$ cat src/include/dim_pkg.sv
/*
 * constants, types and helpers shared by the two-channel interpolating
 * delta-sigma output front end and its coefficient memory.
 * assumes one 50 MHz clock with an asynchronous active-high reset.
 */
package dim_pkg;

    // ****************************************
    // widths and rates
    // ****************************************
    localparam int SMP_W     = 16;
    localparam int COEF_W    = 16;
    localparam int COEF_FRAC = 14;
    localparam int ACC_W     = 34;
    localparam int INT_W     = 24;
    localparam int ADDR_W    = 5;
    localparam int TAPS      = 4;
    localparam int CNT_W     = 7;
    localparam int PH_W      = 3;
    localparam int ZCNT_W    = 13;
    localparam int OS_DIV    = 16;
    localparam int INTERP    = 8;
    localparam int PER_CLKS  = OS_DIV * INTERP;

    // ****************************************
    // sequencing points inside one eight-times period
    // ****************************************
    localparam logic [CNT_W-1:0]  CNT_LAST    = 7'h7F;
    localparam logic [CNT_W-1:0]  CNT_MAC_BEG = 7'h01;
    localparam logic [CNT_W-1:0]  CNT_MAC_END = 7'h04;
    localparam logic [CNT_W-1:0]  CNT_LOAD    = 7'h05;
    localparam logic [3:0]        TICK_SUB    = 4'hF;

    // ****************************************
    // mute detector and modulator levels
    // ****************************************
    localparam logic [ZCNT_W-1:0]       MUTE_RUN    = 13'h1000;
    localparam logic [ZCNT_W-1:0]       MUTE_RUN_M1 = 13'h0FFF;
    localparam logic signed [INT_W-1:0] FB_MAG      = 24'sh008000;
    localparam logic signed [SMP_W-1:0] SMP_MAX     = 16'sh7FFF;
    localparam logic signed [SMP_W-1:0] SMP_MIN     = 16'sh8000;

    typedef enum logic {
        DIM_RUN  = 1'b0,
        DIM_MUTE = 1'b1
    } dim_mode_t;

    // clip a wide filter sum back to the sample width
    function automatic logic signed [SMP_W-1:0] dim_sat(input logic signed [ACC_W-1:0] v);
        logic signed [ACC_W-1:0] s;
        s = v >>> COEF_FRAC;
        if (s > ACC_W'(SMP_MAX)) begin
            dim_sat = SMP_MAX;
        end else if (s < ACC_W'(SMP_MIN)) begin
            dim_sat = SMP_MIN;
        end else begin
            dim_sat = s[SMP_W-1:0];
        end
    endfunction

endpackage

$ cat src/hdl/dim_coef_rom.sv
/*
 * coefficient memory of the 32-tap symmetric interpolation lowpass.
 * assumes the caller presents an address one cycle before it needs the word.
 */
`timescale 1ns/100ps
module dim_coef_rom (
    // clock and reset
    input  wire logic                                  clk_sys,
    input  wire logic                                  rst,
    // read port
    input  wire logic [dim_pkg::ADDR_W-1:0]            addr,
    output logic signed [dim_pkg::COEF_W-1:0]          coef
);
    import dim_pkg::*;

    // ****************************************
    // half table, mirrored: keeps the phase linear
    // ****************************************
    function automatic logic signed [COEF_W-1:0] half_tab(input logic [3:0] i);
        case (i)
            4'h0:    half_tab = -16'sh0001;
            4'h1:    half_tab = -16'sh0022;
            4'h2:    half_tab = -16'sh0098;
            4'h3:    half_tab = -16'sh0174;
            4'h4:    half_tab = -16'sh028B;
            4'h5:    half_tab = -16'sh0369;
            4'h6:    half_tab = -16'sh0361;
            4'h7:    half_tab = -16'sh01B0;
            4'h8:    half_tab = 16'sh0253;
            4'h9:    half_tab = 16'sh08FD;
            4'hA:    half_tab = 16'sh1221;
            4'hB:    half_tab = 16'sh1D07;
            4'hC:    half_tab = 16'sh287E;
            4'hD:    half_tab = 16'sh3301;
            4'hE:    half_tab = 16'sh3B0E;
            default: half_tab = 16'sh3F70;
        endcase
    endfunction

    logic [3:0] idx;
    assign idx = addr[4] ? ~addr[3:0] : addr[3:0];

    always_ff @(posedge clk_sys or posedge rst) begin
        if (rst) begin
            coef <= 16'sh0000;
        end else begin
            coef <= half_tab(idx);
        end
    end
endmodule

$ cat src/hdl/dim_front.sv
/*
 * two-channel interpolate-by-eight lowpass, zero-order hold, second-order
 * delta-sigma modulator at 64 times the base rate and zero-run mute.
 * assumes the upstream source sits on clk_sys and answers smp_req.
 */
// Summary of operation
// RQ1: raise each channel to eight-times rate first
// RQ2: linear-phase lowpass, output at eight-times rate
// RQ3: hold each filtered value one eight-times period
// RQ4: modulator at 64-times rate gives one bit
// RQ5: loop pushes quantisation noise above signal band
// RQ6: modulator bit goes straight to converter pin
// RQ7: mute after 4096 zero pairs; nonzero restarts
// RQ8: muted outputs clamp to ground while zeros
// RQ9: any nonzero sample ends mute at once
// RQ10: source gives paired 16-bit samples each period
// RQ11: reset clears filter, integrators, counter, unmuted
`timescale 1ns/100ps
module dim_front (
    // clock and reset
    input  wire logic                              clk_sys,
    input  wire logic                              rst,
    // upstream samples
    input  wire logic                              smp_valid,
    input  wire logic signed [dim_pkg::SMP_W-1:0]  smp_l,
    input  wire logic signed [dim_pkg::SMP_W-1:0]  smp_r,
    output logic                                   smp_req,
    // converter side
    output logic                                   dac_bit_l,
    output logic                                   dac_bit_r,
    output logic                                   dac_clamp
);
    import dim_pkg::*;

    // ****************************************
    // rate sequencer
    // ****************************************
    logic [CNT_W-1:0]   cnt_q;
    logic [PH_W-1:0]    ph_q;
    logic               base_start;
    logic               tick;
    logic               mac_en;
    logic               mac_first;
    logic               load;
    logic [1:0]         tap;
    logic [ADDR_W-1:0]  rom_addr;
    logic signed [COEF_W-1:0] coef_q;

    // base period = 8 phases of 128 clocks; 64-times tick every 16 clocks
    assign base_start = (cnt_q == '0) && (ph_q == '0);
    assign tick       = (cnt_q[3:0] == TICK_SUB);
    assign mac_en     = (cnt_q != '0) && (cnt_q <= CNT_MAC_END);
    assign mac_first  = (cnt_q == CNT_MAC_BEG);
    assign load       = (cnt_q == CNT_LOAD);
    assign tap        = cnt_q[1:0] - 2'h1;
    assign rom_addr   = {cnt_q[1:0], ph_q};
    assign smp_req    = base_start;

    always_ff @(posedge clk_sys or posedge rst) begin
        if (rst) begin
            cnt_q <= '0;
            ph_q  <= '0;
        end else begin
            cnt_q <= cnt_q + 7'h01;
            if (cnt_q == CNT_LAST) begin
                ph_q <= ph_q + 3'h1;
            end
        end
    end

    dim_coef_rom u_rom (
        .clk_sys (clk_sys),
        .rst     (rst),
        .addr    (rom_addr),
        .coef    (coef_q)
    );

    // ****************************************
    // mute detector
    // ****************************************
    dim_mode_t          mode_q;
    dim_mode_t          mode_d;
    logic [ZCNT_W-1:0]  zcnt_q;
    logic [ZCNT_W-1:0]  zcnt_d;
    logic               both_zero;
    logic               mute_q;

    assign both_zero = (smp_l == '0) && (smp_r == '0);
    assign mute_q    = (mode_q == DIM_MUTE);
    assign dac_clamp = mute_q;  // see RQ8

    // counter saturates so a long silence cannot wrap back to unmuted
    always_comb begin
        zcnt_d = zcnt_q;
        if (smp_valid) begin
            if (!both_zero) begin
                zcnt_d = '0;  // see RQ7
            end else if (zcnt_q != MUTE_RUN) begin
                zcnt_d = zcnt_q + 13'h0001;
            end
        end
    end

    always_comb begin
        mode_d = mode_q;
        case (mode_q)
            DIM_RUN: begin
                if (smp_valid && both_zero && (zcnt_q == MUTE_RUN_M1)) begin
                    mode_d = DIM_MUTE;  // see RQ7
                end
            end
            DIM_MUTE: begin
                if (smp_valid && !both_zero) begin
                    mode_d = DIM_RUN;  // see RQ9
                end
            end
            default: mode_d = DIM_RUN;
        endcase
    end

    always_ff @(posedge clk_sys or posedge rst) begin
        if (rst) begin
            mode_q <= DIM_RUN;  // see RQ11
            zcnt_q <= '0;
        end else begin
            mode_q <= mode_d;
            zcnt_q <= zcnt_d;
        end
    end

    // ****************************************
    // per-channel datapath
    // ****************************************
    for (genvar c = 0; c < 2; c++) begin : g_ch
        logic signed [SMP_W-1:0]  smp_in;
        logic signed [SMP_W-1:0]  pend_q;
        logic signed [SMP_W-1:0]  hist_q [TAPS];
        logic signed [ACC_W-1:0]  acc_q;
        logic signed [ACC_W-1:0]  prod;
        logic signed [SMP_W-1:0]  hold_q;
        logic signed [INT_W-1:0]  int1_q;
        logic signed [INT_W-1:0]  int2_q;
        logic signed [INT_W-1:0]  int1_d;
        logic signed [INT_W-1:0]  int2_d;
        logic signed [INT_W-1:0]  x_ext;
        logic signed [INT_W-1:0]  fb;
        logic                     bit_q;
        logic                     out_q;

        assign smp_in = (c == 0) ? smp_l : smp_r;
        assign prod   = ACC_W'(hist_q[tap] * coef_q);
        // half scale input keeps the second-order loop out of overload
        assign x_ext  = {{(INT_W-SMP_W+1){hold_q[SMP_W-1]}}, hold_q[SMP_W-1:1]};
        assign fb     = bit_q ? FB_MAG : -FB_MAG;
        assign int1_d = int1_q + x_ext - fb;  // see RQ5
        // second stage takes the fresh first sum: keeps the loop poles inside the unit circle
        assign int2_d = int2_q + int1_d - fb;  // see RQ5

        always_ff @(posedge clk_sys or posedge rst) begin
            if (rst) begin
                pend_q <= '0;
                hist_q <= '{default: '0};  // see RQ11
            end else begin
                if (smp_valid) begin
                    pend_q <= smp_in;
                end
                // polyphase form: same as zero-stuffing by eight
                if (base_start) begin
                    hist_q[0] <= smp_valid ? smp_in : pend_q;  // see RQ1
                    hist_q[1] <= hist_q[0];
                    hist_q[2] <= hist_q[1];
                    hist_q[3] <= hist_q[2];
                end
            end
        end

        always_ff @(posedge clk_sys or posedge rst) begin
            if (rst) begin
                acc_q  <= '0;
                hold_q <= '0;
            end else begin
                if (mac_en) begin
                    acc_q <= (mac_first ? '0 : acc_q) + prod;  // see RQ2
                end
                if (load) begin
                    hold_q <= dim_sat(acc_q);  // see RQ3
                end
            end
        end

        always_ff @(posedge clk_sys or posedge rst) begin
            if (rst) begin
                int1_q <= '0;
                int2_q <= '0;
                bit_q  <= 1'b0;
                out_q  <= 1'b0;
            end else begin
                if (tick) begin
                    int1_q <= int1_d;  // see RQ4
                    int2_q <= int2_d;
                    bit_q  <= !int2_d[INT_W-1];
                    out_q  <= !int2_d[INT_W-1];  // see RQ6
                end
                if (mute_q) begin
                    out_q <= 1'b0;  // see RQ8
                end
            end
        end
    end

    assign dac_bit_l = g_ch[0].out_q;
    assign dac_bit_r = g_ch[1].out_q;
endmodule

$ cat config.mk
export PLATFORM = sky130hd
export DESIGN_NAME = dim_front
export DESIGN_NICKNAME = d
export VERILOG_FILES = /design/src/include/dim_pkg.sv /design/src/hdl/dim_coef_rom.sv /design/src/hdl/dim_front.sv
export SDC_FILE = /design/constraint.sdc
export NUM_CORES = 2
export LEC_CHECK = 0
export BUFFER_PORTS_ARGS = -buffer_cell sky130_fd_sc_hd__clkbuf_2
export CAP_MARGIN = 10
export CORE_ASPECT_RATIO = 1.4
export CORE_MARGIN = 10
export CORE_UTILIZATION = 51
export DETAILED_ROUTE_END_ITERATION = 10
export PLACE_DENSITY = 0.81
export SLEW_MARGIN = 25
export SYNTH_ARGS = -nofsm -noshare
export SYNTH_HDL_FRONTEND = slang
export SYNTH_SLANG_ARGS = --single-unit
$ cat constraint.sdc
create_clock -name clk_sys -period 13.3 [get_ports clk_sys]
set_clock_uncertainty 0.2 [all_clocks]
set_input_delay 1.33 -clock clk_sys [delete_from_list [all_inputs] [get_ports clk_sys]]
set_output_delay 1.33 -clock clk_sys [all_outputs]
set_load 0.03 [all_outputs]
After elaboration in Yosys (flattened, before gate mapping)
Memory sizes are Yosys's and may differ from the RTL's. A register that Yosys moved wholly into a read port is not among the register bits.
Cells that the tools add are included.
{ "op_classes": {"add_sub_neg": 14, "multipliers": 2, "magnitude_cmp": 6, "eq_ne": 7, "muxes": 26, "bitwise": 3, "reduce_logical": 16} }
{ "op_table": {"columns": ["op", "n"], "rows": [
  ["16-bit 2-to-1 mux", 10],
  ["24-bit subtractor", 4],
  ["34-bit adder", 2],
  ["34-bit 2-to-1 mux", 2],
  ["16-bit binary-select mux with 2-bit select", 2],
  ["16-bit by 16-bit multiplier with 32-bit output", 2],
  ["24-bit by 15-bit adder with 24-bit output", 2],
  ["24-bit adder", 2],
  ["24-bit 2-to-1 mux", 2],
  ["20-bit by 16-bit > comparator with 1-bit output, second input constant", 2],
  ["20-bit by 16-bit < comparator with 1-bit output, second input constant", 2],
  ["16-bit logical NOT", 2],
  ["13-bit 2-to-1 mux", 2],
  ["13-bit by 1-bit adder with 13-bit output, second input constant", 1],
  ["13-bit by 12-bit equality test with 1-bit output, second input constant", 1],
  ["13-bit != test, second input constant", 1],
  ["7-bit by 1-bit adder with 7-bit output, second input constant", 1],
  ["7-bit by 1-bit equality test with 1-bit output, second input constant", 1],
  ["7-bit by 3-bit equality test with 1-bit output, second input constant", 1],
  ["7-bit equality test, second input constant", 1],
  ["7-bit by 3-bit less-or-equal comparator with 1-bit output, second input constant", 1],
  ["7-bit logical NOT", 1],
  ["7-bit nonzero test", 1],
  ["1-bit logical AND", 6],
  ["other kinds (15)", 22]
]} }
{ "word_totals": {"regBits": 384, "romBits": 256, "input_bits": 35, "out_inout_bits": 4, "word_cells": 101, "memories": 1} }
{ "mem_list": {"columns": ["name", "words", "word_bits", "read_ports", "rd_ports_with_merged_regs", "write_ports", "line_no", "text"], "rows": [
  ["(no name shown)", 16, 16, 1, 1, 0, "dim_coef_rom.sv:20", "case (i)"]
]} }

Depth between registers and ports, before layout
{ "logic_depth": {"ltp_word": 7, "ltp_mapped": 44} }

Modules after synthesis
Synthesis repeated with hierarchy kept, for this count alone.
{ "hier_totals": {"cells_unflattened": 4806, "hier_area_um2": 45192.1} }
{ "modules_own_cells": {"columns": ["module", "instances", "cells_per_inst", "area_each_um2", "seq_area_each_um2"], "rows": [
  ["dim_front", 1, 4723, 44272.5, 9559.2],
  ["dim_coef_rom", 1, 83, 919.6, 375.4]
]} }

Worst setup path after synthesis
No wires, ideal clock.
{ "synth_timing": {"path_kind": "flip-flop to flip-flop", "start": "register cnt_q[0]", "end": "register g_ch[0].acc_q[32]", "setup_ns": 0.133, "arrival_ns": 10.235, "required_ns": 12.967, "path_slack_ns": 2.732, "stages_incl_launch_ff": 42, "path_buffers": 5, "synth_period_minus_slack_ns": 10.568, "path_cell_list": "dfrtp_1 > clkbuf_1 > buf_1 > inv_1 > ha_1 > clkbuf_1 > clkbuf_1 > mux4_2 > clkbuf_1 > nand2_1 > inv_1 > fa_1 > inv_1 > fa_1 > inv_1 > fa_1 > fa_1 > fa_1 > [6 not listed] > and3b_1 > a2111oi_1 > nand2_1 > a21o_1 > a21oi_1 > xnor2_1 > ha_1 > a21oi_1 > o21bai_1 > a21oi_1 > o21ai_0 > a21o_1 > a21oi_1 > nor2b_1 > a311o_1 > maj3_1 > xnor2_1 > o21ai_0"} }
{ "synth_between": {"elab_chain_len": 7, "elab_cells_between_ends": 12} }
{ "synth_lines": {"columns": ["item", "line_no", "text"], "rows": [
  ["from (decl)", "dim_front.sv:38", "logic [CNT_W-1:0] cnt_q;"],
  ["from (signal assigned)", "dim_front.sv:64", "cnt_q <= cnt_q + 7'h01;"],
  ["2-bit by 1-bit subtractor with 2-bit output", "dim_front.sv:55", "assign tap = cnt_q[1:0] - 2'h1;"],
  ["via tap[0]", "dim_front.sv:45", "logic [1:0] tap;"],
  ["2-bit NOT with 3-bit output (not written as such)", "dim_front.sv:151", "assign prod = ACC_W'(hist_q[tap] * coef_q);"],
  ["16-bit binary-select mux with 2-bit select", "dim_front.sv:151", null],
  ["16-bit 2-to-1 mux (not written as such) (2 in series)", "dim_front.sv:151", null],
  ["16-bit by 16-bit multiplier with 32-bit output", "dim_front.sv:151", null],
  ["34-bit adder", "dim_front.sv:183", "acc_q <= (mac_first ? '0 : acc_q) + prod;"],
  ["to (signal assigned)", "dim_front.sv:183", null],
  ["to (decl)", "dim_front.sv:138", "logic signed [ACC_W-1:0] acc_q;"]
]} }
The timed path passes the listed nets, and every way through them passes these cells. The select of a mux whose other input is x is not followed.
A chain may end at the register's enable or synchronous reset.

Worst setup path after layout
{ "layout_timing": {"start": "register cnt_q[1]", "end": "register g_ch[0].acc_q[32]"} }
{ "layout_between": {"elab_chain_len": 7, "elab_cells_between_ends": 12} }
{ "layout_lines": {"columns": ["item", "line_no"], "rows": [
  ["2-bit by 1-bit subtractor with 2-bit output", "dim_front.sv:55"],
  ["2-bit NOT with 3-bit output (not written as such)", "dim_front.sv:151"],
  ["16-bit binary-select mux with 2-bit select", "dim_front.sv:151"],
  ["16-bit 2-to-1 mux (not written as such) (2 in series)", "dim_front.sv:151"],
  ["16-bit by 16-bit multiplier with 32-bit output", "dim_front.sv:151"],
  ["34-bit adder", "dim_front.sv:183"]
]} }
Several ways; a longest one is shown, not always the timed one. The select of a mux whose other input is x is not followed.

==> summary.txt <==
Clocking
  – H-tree depth: 2
  – Hold-fix buffers, CTS: 0
  – Clock slew at reported path FFs: around 70 ps
  – Clk root buf: clkbuf_16
  – Buffer depth of the longest clock path: 3
  – CTS tree: yes
  – Clock Sinks: ~400
  – Worst-Skew Late Latency: 580 ps
  – Post-CTS setup buffers: 0
  – Post-CTS sizing: 0
  – Num CTS Buffers: 40

Timing
  – Final period utilization: between 70 and 80%
  – Slew @ Worst Pin: between 900 and 1000 ps
  – Final max-slew violation count: 0
  – Final setup violation count: 0
  – Setup TNS: 0 ps
  – Fin. Hold Viols: 0
  – Final Critical Period: between 10,000 and 15,000 ps
  – RSZ-0062 raised after global routing: false
  – Slew headroom: 35.9%
  – F_max: 0.0946 GHz

Routing
  – TritonRoute pass-1 iters: 5
  – Routed length per instance: roughly 16 um
  – Via-per-instance ratio: ~5.4
  – Drt first-iter violations: between 1.5k and 2k
  – Total wire length: ~95,000 um
  – DR DRC count: 0
  – Final ANT Viol Nets: 0
  – DR vias: between 30k and 40k

Global routing
  – Global Route Usage Sum: between 10% and 20%
  – GRT Residual Overflow: 0
  – Largest net degree at the start of global routing: approximately 160
  – Initial antenna violation count: 0
  – Number of global-route vias before repair: 34.6k
  – First-pass GRT wire length: 163,000 um

Critical path
  – Kind of critical path: flip-flop to flip-flop
  – CP dominant cell by count: fa_1
  – CP Launch Type: flip-flop
  – Critical path fanouts, max: between 50 and 60
  – Worst Path Arrival: 10,810 ps
  – CP endpoint kind: flip-flop
  – Max incr delay on CP: approximately 800 ps
  – CP required: 13,540 ps
  – Slowest stage cell on the critical path: mux4_2

Placement
  – Final RePlAce weighted congestion: about 0.90
  – Placed cells: around 5.9k
  – Port bufs: 38
  – DP HPWL: 73,600 um

Synthesis
  – Synth unique cells: 73
  – Synth top area cells: fa_1 25%, dfrtp_1 22%, ha_1 11%
  – Asr flop ratio synth: 100%
  – Number of flops mapped to enable cells by yosys: 0
  – Ys Warns: 0
  – Top cell type's share of synthesized area: 24.6%
  – #FFs+latches synth: 397
  – Syn Inst Count: roughly 4.8k
  – Sequential share of the synthesized area: a little over a fifth
  – Post-synthesis cell area: 45,200 um^2
  – Post-synth net total: a little under 6k
  – Main synth FF type: dfrtp_1
  – Syn avg cell area: between 9 and 10 um^2
  – Cell taking the most area after synthesis: fa_1

Die
  – DIE AREA: 101,000 um^2
  – Num rows: between 100 and 150
  – I/O Pins: 39
  – Starting Density: roughly half
  – Die width: between 200 and 300 um
  – Core Box Area: ~88,000 um^2
  – Die height: ~370 um

Cells and area
  – Layout net count: ~5.8k
  – N_diodes: 0
  – Final std cells w/o fill: 5,991
  – Layout cells sized above 1: between 7 and 8%
  – Area growth syn-to-layout: 6.01%

Min path
  – HP Class: flip-flop to flip-flop

Flow run
  – Max-Cap Viols: 0

Run status
  – Status: finished clean
## cells in the mapped netlist, drive strengths merged, types with 138 or more instances
master,number
a21oi,160
and2,303
clkbuf,160
dfrtp,397
fa,556
ha,395
inv,874
mux2,169
nand2,600
nor2,160
o21ai,254
xnor2,138
## logic make-up after synthesis
| kind of cell | after synthesis | synth area share, % |
|---|---|---|
| AND/OR/NAND/NOR | 1320 | 13.9 |
| buffers and inverters | 1043 | 8.66 |
| adder cells (fa/ha/maj) | 953 | 35.6 |
| AO/OA/AOI/OAI | 691 | 9.52 |
| flip-flops | 397 | 22.0 |
| XOR/XNOR | 234 | 4.53 |
| multiplexers | 204 | 5.87 |
## cell usage in the layout (no fill, tap or decap), types with 8 or more instances in the layout
cell	n
inv_1	873
nand2_1	599
fa_1	556
dfrtp_1	395
ha_1	394
and2_1	302
o21ai_0	249
mux2_2	169
nor2_1	160
a21oi_1	160
xnor2_1	138
xor2_1	95
a21o_1	76
nand3_1	53
nor3_1	46
nand2b_1	43
clkbuf_16	41
clkbuf_2	38
mux4_2	32
o21a_1	26
o21bai_1	24
buf_4	22
nor2b_1	21
and3_1	21
a31oi_1	21
or3_1	19
a211oi_1	19
o31ai_1	18
nor4_1	13
nand4_1	12
or2_2	11
o2111ai_1	11
a311oi_1	9
a31o_2	8
## cell type report
cell class | instances | area (um^2)
inverters | 875 | 3290
well taps | 1179 | 1480
clock inverters | 23 | 303
repair buffers | 64 | 418
fillers | 7580 | 40200
clock buffers | 51 | 1100
flip-flops and latches | 397 | 9940
multi-input cells | 3402 | 31400
## metrics by stage
step / hold slack, ps / cell area (um^2) / setup slack [ps] / util, %
after floorplan: 237 / 45200 / 731 / -
after global placement: 226 / 46500 / 3030 / 52.8
after detailed placement: 234 / 46500 / 2880 / 52.8
after CTS: 244 / 47900 / 2870 / 54.4
after global routing: 279 / 47900 / 2210 / 54.4
final: 243 / 47900 / 2730 / 54.4
## flip-flops by register name, indices dropped and copies added (netlist names)
register and flops:
g_ch.hist_q 128, u_rom.coef 15, dac_bit_r 1, dac_bit_l 1, g_ch.int2_q 48, g_ch.bit_q 2, ph_q 3, g_ch.pend_q 32
dac_clamp 1, g_ch.int1_q 48, zcnt_q 13, cnt_q 7, g_ch.acc_q 68, g_ch.hold_q 30
## metal layers
layer	part of all wire, %	global-route usage, %	up-vias
li1	-	-	15283
met1	39	21.5	16243
met5	0	0	-
met4	4.6	8.56	0
met2	52	35.9	810
met3	3.9	2.00	284
## final timing paths
kind | from | endpoint | slack [ps] | depth (start not counted)
setup / recovery | cnt_q[1]$_DFF_PP0_ | g_ch[0].acc_q[32]$_DFFE_PP0P_ | 2730 | 36
hold / removal | cnt_q[0]$_DFF_PP0_ | cnt_q[0]$_DFF_PP0_ | 240 | 1
setup reg to reg | cnt_q[1]$_DFF_PP0_ | g_ch[0].acc_q[32]$_DFFE_PP0P_ | 2730 | 36
hold reg to reg | cnt_q[0]$_DFF_PP0_ | cnt_q[0]$_DFF_PP0_ | 240 | 1
max in group asynchronous | rst | g_ch[0].hist_q[35]$_DFFE_PP0P_ | 10820 | 3
min in group asynchronous | rst | g_ch[1].acc_q[26]$_DFFE_PP0P_ | 630 | 2
## critical path, delay by kind of cell (launching register included)
family / cells / cell delay (ps)
simple gates: 3 / 510
buf+inv: 6 / 840
fa+ha+maj: 10 / 4390
flops: 1 / 530
mux: 1 / 790
compound gates: 14 / 2870
xor+xnor: 2 / 270
Power is not shown: default switching activity piles up to over one toggle a cycle in this logic, so the estimate is an artifact.
